## src/design/miip_pkg.sv

```systemverilog
/*
 * constants for the external media-independent port: field positions,
 * reset values and synchroniser figures.
 * assumes a single 40 MHz core clock; both phy clocks are sampled, not used as clocks.
 */
package miip_pkg;
	// ----------------------------------------
	// clocking and synchronisers
	// ----------------------------------------
	localparam int          CORE_CLK_HZ   = 40_000_000;
	localparam int          MDC_MAX_HZ    = 2_500_000;
	localparam int          MDC_MIN_HALF  = (CORE_CLK_HZ + 2 * MDC_MAX_HZ - 1) / (2 * MDC_MAX_HZ);
	localparam int          SYNC_STAGES   = 3;
	localparam int          SYNC_W        = 15;
	// ----------------------------------------
	// positions inside the synchronised vector
	// ----------------------------------------
	localparam int          SB_TXCLK      = 0;
	localparam int          SB_RXCLK      = 1;
	localparam int          SB_RXD        = 2;
	localparam int          SB_RXDV       = 6;
	localparam int          SB_RXER       = 7;
	localparam int          SB_CRS        = 8;
	localparam int          SB_COL        = 9;
	localparam int          SB_MDIO       = 10;
	localparam int          SB_LINK       = 11;
	localparam int          SB_DPX        = 12;
	localparam int          SB_SPD        = 13;
	localparam int          SB_SPARE      = 14;
	// ----------------------------------------
	// status byte layout and reset values
	// ----------------------------------------
	localparam int          ST_LINK_BIT   = 4;
	localparam int          ST_DPX_BIT    = 5;
	localparam int          ST_SPD_BIT    = 6;
	localparam logic [7:0]  STATUS_RST    = 8'h00;
	localparam logic [3:0]  NIB_RST       = 4'h0;
	localparam logic [14:0] SYNC_RST      = 15'h0000;
endpackage

```

## src/design/miip_sync_if.sv

```systemverilog
/*
 * carrier between the pin synchroniser and the port logic.
 * assumes both ends run on core_clk.
 */
`timescale 1ns/1ps
interface miip_sync_if #(parameter int W = 15);
	logic [W-1:0] lvl;
	logic [W-1:0] lvl_d;
	modport src (output lvl, output lvl_d);
	modport dst (input lvl, input lvl_d);
endinterface

```

## src/design/miip_pin_sync.sv

```systemverilog
/*
 * three-stage synchroniser with agreement filter for all pins from outside core_clk.
 * assumes pins may change at any time; a change counts once stages two and three agree.
 */
`timescale 1ns/1ps
module miip_pin_sync
	import miip_pkg::*;
#(
	parameter int W = SYNC_W
) (
	// clock and reset
	input  wire logic         core_clk,
	input  wire logic         resetn,
	input  wire logic         ce,
	// raw pins
	input  wire logic [W-1:0] pins,
	// filtered levels
	miip_sync_if.src          so
);
	logic [W-1:0] s1_r, s2_r, s3_r, lvl_r, lvl_d_r;
	wire  [W-1:0] agree = ~(s2_r ^ s3_r);
	wire  [W-1:0] lvl_nxt = (agree & s3_r) | (~agree & lvl_r);

	// s1 feeds only s2; nothing else looks at it
	always_ff @(posedge core_clk) begin
		if (!resetn) begin
			s1_r    <= W'(SYNC_RST);
			s2_r    <= W'(SYNC_RST);
			s3_r    <= W'(SYNC_RST);
			lvl_r   <= W'(SYNC_RST);
			lvl_d_r <= W'(SYNC_RST);
		end else if (ce) begin
			s1_r    <= pins;
			s2_r    <= s1_r;
			s3_r    <= s2_r;
			lvl_r   <= lvl_nxt;
			lvl_d_r <= lvl_r;
		end
	end

	assign so.lvl   = lvl_r;
	assign so.lvl_d = lvl_d_r;
endmodule

```

## src/design/miip_port.sv

```systemverilog
/*
 * external media-independent port, mac side: nibble transmit and receive paths timed by
 * the phy clocks, carrier and collision status, software-driven management pins.
 * assumes the phy supplies both clocks (about 5 MHz in the 10 Mb case) and that software
 * paces the management clock through mgmt_clk_bit.
 */
`timescale 1ns/1ps
module miip_port
	import miip_pkg::*;
(
	// clock, reset, enable
	input  wire logic       core_clk,
	input  wire logic       resetn,
	input  wire logic       ce,
	// pin sharing option
	input  wire logic       printer_port_option,
	// phy receive side pins
	input  wire logic       rx_clk_pin,
	input  wire logic [3:0] rxd_pin,
	input  wire logic       rx_dv_pin,
	input  wire logic       rx_er_pin,
	input  wire logic       crs_pin,
	input  wire logic       col_pin,
	// phy transmit side pins
	input  wire logic       tx_clk_pin,
	output logic            tx_en_pin,
	output logic [3:0]      txd_pin,
	// station management pins
	output logic            mdc_pin,
	input  wire logic       mdio_i,
	output logic            mdio_o,
	output logic            mdio_oe,
	// phy status pins
	input  wire logic       ext_phy_link_in,
	input  wire logic       ext_phy_duplex_in,
	input  wire logic       ext_phy_speed_in,
	// user transmit stream
	input  wire logic       tx_valid,
	input  wire logic [3:0] tx_data,
	output logic            tx_ack,
	// user receive stream
	output logic            rx_valid,
	output logic [3:0]      rx_data,
	output logic            rx_err,
	// management control bits
	input  wire logic       mgmt_clk_bit,
	input  wire logic       mgmt_out_bit,
	input  wire logic       mgmt_write,
	output logic            mgmt_in_bit,
	// status
	output logic            carrier,
	output logic            collision,
	output logic            tx_collision,
	output logic [7:0]      status_byte
);
	// ----------------------------------------
	// pin synchronisation
	// ----------------------------------------
	miip_sync_if #(.W(SYNC_W)) sy ();

	miip_pin_sync #(.W(SYNC_W)) u_sync (
		.core_clk (core_clk),
		.resetn   (resetn),
		.ce       (ce),
		.pins     ({1'b0, ext_phy_speed_in, ext_phy_duplex_in, ext_phy_link_in, mdio_i, col_pin, crs_pin,
		            rx_er_pin, rx_dv_pin, rxd_pin, rx_clk_pin, tx_clk_pin}),
		.so       (sy.src)
	);

	// edge detectors stay blind until the pipeline holds real pin levels: the reset value
	// need not match a free-running phy clock and would otherwise fake a rise
	logic [2:0] fill_r;
	wire        primed   = (fill_r == 3'(SYNC_STAGES + 2));
	wire [2:0]  fill_nxt = primed ? fill_r : fill_r + 3'h1;

	always_ff @(posedge core_clk) begin
		if (!resetn) begin
			fill_r <= 3'h0;
		end else if (ce) begin
			fill_r <= fill_nxt;
		end
	end

	// ----------------------------------------
	// decode
	// ----------------------------------------
	wire       port_on   = ~printer_port_option;
	wire       tx_rise   = primed & sy.lvl[SB_TXCLK] & ~sy.lvl_d[SB_TXCLK];
	wire       rx_rise   = primed & sy.lvl[SB_RXCLK] & ~sy.lvl_d[SB_RXCLK];
	// lvl_d holds the data as it stood just before the clock edge, clear of the phy's own switching
	wire [3:0] rx_nib    = sy.lvl_d[SB_RXD +: 4];
	wire       rx_dv_s   = sy.lvl_d[SB_RXDV];
	wire       rx_take   = port_on & rx_rise & rx_dv_s;
	wire       tx_take   = port_on & tx_rise & tx_valid;
	wire       tx_en_nxt = port_on & tx_rise ? tx_valid : (tx_en_pin & port_on);
	wire [3:0] txd_nxt   = tx_take ? tx_data : (port_on ? txd_pin : NIB_RST);
	wire       col_s     = sy.lvl[SB_COL] & port_on;
	wire [7:0] status_nxt = port_on ? (8'(sy.lvl[SB_LINK]) << ST_LINK_BIT)
	                                | (8'(sy.lvl[SB_DPX]) << ST_DPX_BIT)
	                                | (8'(sy.lvl[SB_SPD]) << ST_SPD_BIT) : STATUS_RST;

	// ----------------------------------------
	// transmit path
	// ----------------------------------------
	// edges are seen a few core cycles late; fine while the phy clock is well under core_clk/6
	always_ff @(posedge core_clk) begin
		if (!resetn) begin
			tx_en_pin    <= 1'b0;
			txd_pin      <= NIB_RST;
			tx_ack       <= 1'b0;
			tx_collision <= 1'b0;
		end else if (ce) begin
			tx_en_pin    <= tx_en_nxt;
			txd_pin      <= txd_nxt;
			tx_ack       <= tx_take;
			tx_collision <= col_s & tx_en_pin;
		end
	end

	// ----------------------------------------
	// receive path and status
	// ----------------------------------------
	always_ff @(posedge core_clk) begin
		if (!resetn) begin
			rx_valid    <= 1'b0;
			rx_data     <= NIB_RST;
			rx_err      <= 1'b0;
			carrier     <= 1'b0;
			collision   <= 1'b0;
			status_byte <= STATUS_RST;
		end else if (ce) begin
			rx_valid    <= rx_take;
			if (rx_take) begin
				rx_data <= rx_nib;
				rx_err  <= sy.lvl_d[SB_RXER];
			end
			carrier     <= sy.lvl[SB_CRS] & port_on;
			collision   <= col_s;
			status_byte <= status_nxt;
		end
	end

	// ----------------------------------------
	// station management
	// ----------------------------------------
	// bit-banged: software owns the pacing (2.5 MHz ceiling) and the frame format
	always_ff @(posedge core_clk) begin
		if (!resetn) begin
			mdc_pin     <= 1'b0;
			mdio_o      <= 1'b0;
			mdio_oe     <= 1'b0;
			mgmt_in_bit <= 1'b0;
		end else if (ce) begin
			mdc_pin     <= mgmt_clk_bit & port_on;
			mdio_o      <= mgmt_out_bit;
			mdio_oe     <= mgmt_write & port_on;
			mgmt_in_bit <= sy.lvl[SB_MDIO];
		end
	end
endmodule

```

## config.mk

```make
export PLATFORM = sky130hd
export DESIGN_NAME = miip_port
export DESIGN_NICKNAME = d
export VERILOG_FILES = /design/src/design/miip_pkg.sv /design/src/design/miip_sync_if.sv /design/src/design/miip_pin_sync.sv /design/src/design/miip_port.sv
export SDC_FILE = /design/constraint.sdc
export NUM_CORES = 1
export LEC_CHECK = 0
export BUFFER_PORTS_ARGS = -buffer_cell sky130_fd_sc_hd__buf_2
export CORE_MARGIN = 3
export CORE_UTILIZATION = 35
export CTS_BUF_LIST = sky130_fd_sc_hd__clkbuf_2 sky130_fd_sc_hd__clkbuf_4 sky130_fd_sc_hd__clkbuf_8
export CTS_CLUSTER_SIZE = 10
export DETAILED_ROUTE_END_ITERATION = 10
export GPL_ROUTABILITY_DRIVEN = 0
export PLACE_DENSITY_LB_ADDON = 0.12
export SLEW_MARGIN = 20
export SYNTH_ARGS = -nofsm -noshare
export SYNTH_HDL_FRONTEND = slang
export SYNTH_SLANG_ARGS = --single-unit
```

## constraint.sdc

```tcl
create_clock -name core_clk -period 1.45 [get_ports core_clk]
set_clock_uncertainty 0.15 [all_clocks]
set_input_delay 0.0725 -clock core_clk [delete_from_list [all_inputs] [get_ports core_clk]]
set_output_delay 0.0725 -clock core_clk [all_outputs]
set_load 0.1 [all_outputs]
```

==> metrics.txt <==
crit path buf inv count=1; GR peak layer=met2; status=finished clean; Bufs on Longest Clock Path=2; CP max FO=3; cell depth of the worst hold path=4; Hold Path Class=input pin to register; syn_area_per_cell=10.2 um^2; # Max-Cap Violations=0; crit path cell chain=buf_2; DRC Markers=0; area grow syn2layout=26.7%; final setup vio count=0; unrepaired setup endpoints after global routing=true; final WL=7200 um; largest net degree at the start of global routing=47; core box area=9860 um^2; PwrDens=1030 nW/um^2; post-synth top area share=49.5%; CP endpoint kind=primary output; total power=4.67 mW; TritonCTS Buffers=9; PnR worst setup slack=0.0863 ns; most common cell in the netlist=dfxtp_1; Seq/Total Area, Yosys=49.5%; setup TNS=0 ns; Max Slew Vio Count=0; final antenna-violating net count=0; routed wire length per instance=12.7 um; Yosys top cell by area=dfxtp_1; I/O Buffers=47; Crit-path slowest cell=buf_2; Clock Latency Late Sink=0.35 ns; worst stage delay on the critical path=0.43 ns; ys flop type=dfxtp_1; FP Rows=36; Die X-Extent=107 um; P_leak=1.89 nW; Vias=2599; YS warnings=0; crit-path leading delay family=buffers and inverters; critical path class=register to primary output; Async S/R FF share, synth=0%; cells after synthesis=352; met1 GRT Util=15.0%; first-pass GRT wire length=11600 um; CTS clk-pin slew, worst paths=0.08 ns; final period utilization=94.1%; worst reg-to-reg path cell count=6; I/O pin cnt=53; H-tree Lvls=3; Fin. Hold Viols=0; initial antenna violation count=0; Placement Setup Slack=-0.0378 ns; die height=107 um; vias in the first global route=2454; Startpoint Class=register; met3 GRT Util=3.60%; fin crit period=1.36 ns; Die ar.=11500 um^2; TritonCTS Sinks=89; grt ovf=0; Yosys cell types=29; Post-synth top cells=89 x dfxtp_1, 59 x nor2b_1, 54 x mux2i_1; CTS tree=done; vias per cell=4.59; max frequency=733 MHz; Post-synth EDFFs=0; Root Driver=clkbuf_8; fin nets=456; First-pass DRT Iterations=4; dpl hpwl=4460 um; layout cells sized above 1=20.1%; Worst EP arrival=1.14 ns; Synth area leaders=dfxtp_1 50%, mux2i_1 15%, nor2b_1 10%, nand2_1 3.3%, o21ai_0 3.2%; DR iter-0 viols=70; Crit path required time=1.23 ns; peak supply drop=0.000495 V; Worst path depth=1; synthesized flop and latch total=89; M2 GR Usage=21.6%; gr usage total=12.7%; Syn Std Cell Area=3600 um^2; n_diodes=0; Initial Utilization=36.5%
==> worst min-delay path: stages <==
cell and delay [ns]:
buf_2 0.10, nand4b_4 0.17, nor3b_2 0.06, mux2i_1 0.11
==> power by group <==
part	internal, mW	switching [mW]	leakage (nW)	total, mW
clock network	0.833	0.831	0.100	1.66
logic	0.224	0.255	1.07	0.479
registers	2.50	0.0336	0.724	2.53
total	3.55	1.12	1.89	4.67
==> logic make-up (layout without fill, tap and decap cells) <==
| group | Yosys count | in the layout | share of synthesized area (%) |
|---|---|---|---|
| multiplexers | 54 | 54 | 15.0 |
| AND/OR/NAND/NOR | 113 | 113 | 18.4 |
| flip-flops | 89 | 89 | 49.5 |
| buffers and inverters | 28 | 105 | 4.00 |
| other | 1 | 5 | 0.104 |
| XOR/XNOR | 1 | 1 | 0.244 |
| adder cells (fa/ha/maj) | 2 | 2 | 0.696 |
| AO/OA/AOI/OAI | 64 | 64 | 12.0 |
==> metrics by stage <==
step	cells	hold slack (ns)	instance area (um^2)	utilization, %
2_1_floorplan	356	0.0571	3610	-
3_3_place_gp	521	0.174	4020	40.7
3_5_place_dp	521	0.183	4020	40.7
4_1_cts	565	0.0442	4500	45.6
5_1_grt	566	0.0731	4560	46.2
6_report	566	0.0566	4560	46.2
==> path summary, 6_finish.rpt <==
| check | start | endpoint | slack [ns] |
|---|---|---|---|
| max | tx_en_pin | tx_en_pin | 0.09 |
| min | printer_port_option | tx_en_pin | 0.06 |
| max reg2reg | fill_r[1] | rx_data[1] | 0.09 |
| min reg2reg | rx_data[1] | rx_data[1] | 0.31 |
==> routing by layer <==
layer	up-vias	part of all wire, %
li1	1330	-
met1	1215	48
met2	44	47
met3	10	3.9
met4	0	1.5
met5	-	0
==> placed cells by master, fill, tap and decap left out, types with 6 or more instances in the layout <==
cell type / netlist / routed
a21boi_0: 15 / 15
and2_1: 14 / 14
buf_2: 7 / 46
buf_4: 8 / 6
clkbuf_8: 0 / 9
dfxtp_1: 89 / 84
dlygate4sd3_1: 0 / 28
mux2i_1: 54 / 54
nand2_1: 32 / 32
nor2b_1: 59 / 59
o21a_1: 11 / 11
o21ai_0: 23 / 23
==> what timing repair did <==
item | in CTS | in global routing
hold buffers | 28 | 0
pin swaps | 1 | 1
gates resized for setup | 2 | 8
setup endpoints to repair | 9 | 17
hold endpoints to repair | 25 | 0
buffers inserted | 0 | 0
cloned | 0 | 1
==> area by class of cell <==
type | instances | area, um^2
Fill cell | 925 | 5310
Sequential cell | 89 | 1790
Multi-Input combinational cell | 239 | 1710
Timing Repair Buffer | 87 | 691
Tap cell | 133 | 166
Clock buffer | 11 | 139
Clock inverter | 5 | 56.3
Inverter | 2 | 7.51
(Power assumes the default switching activity.)
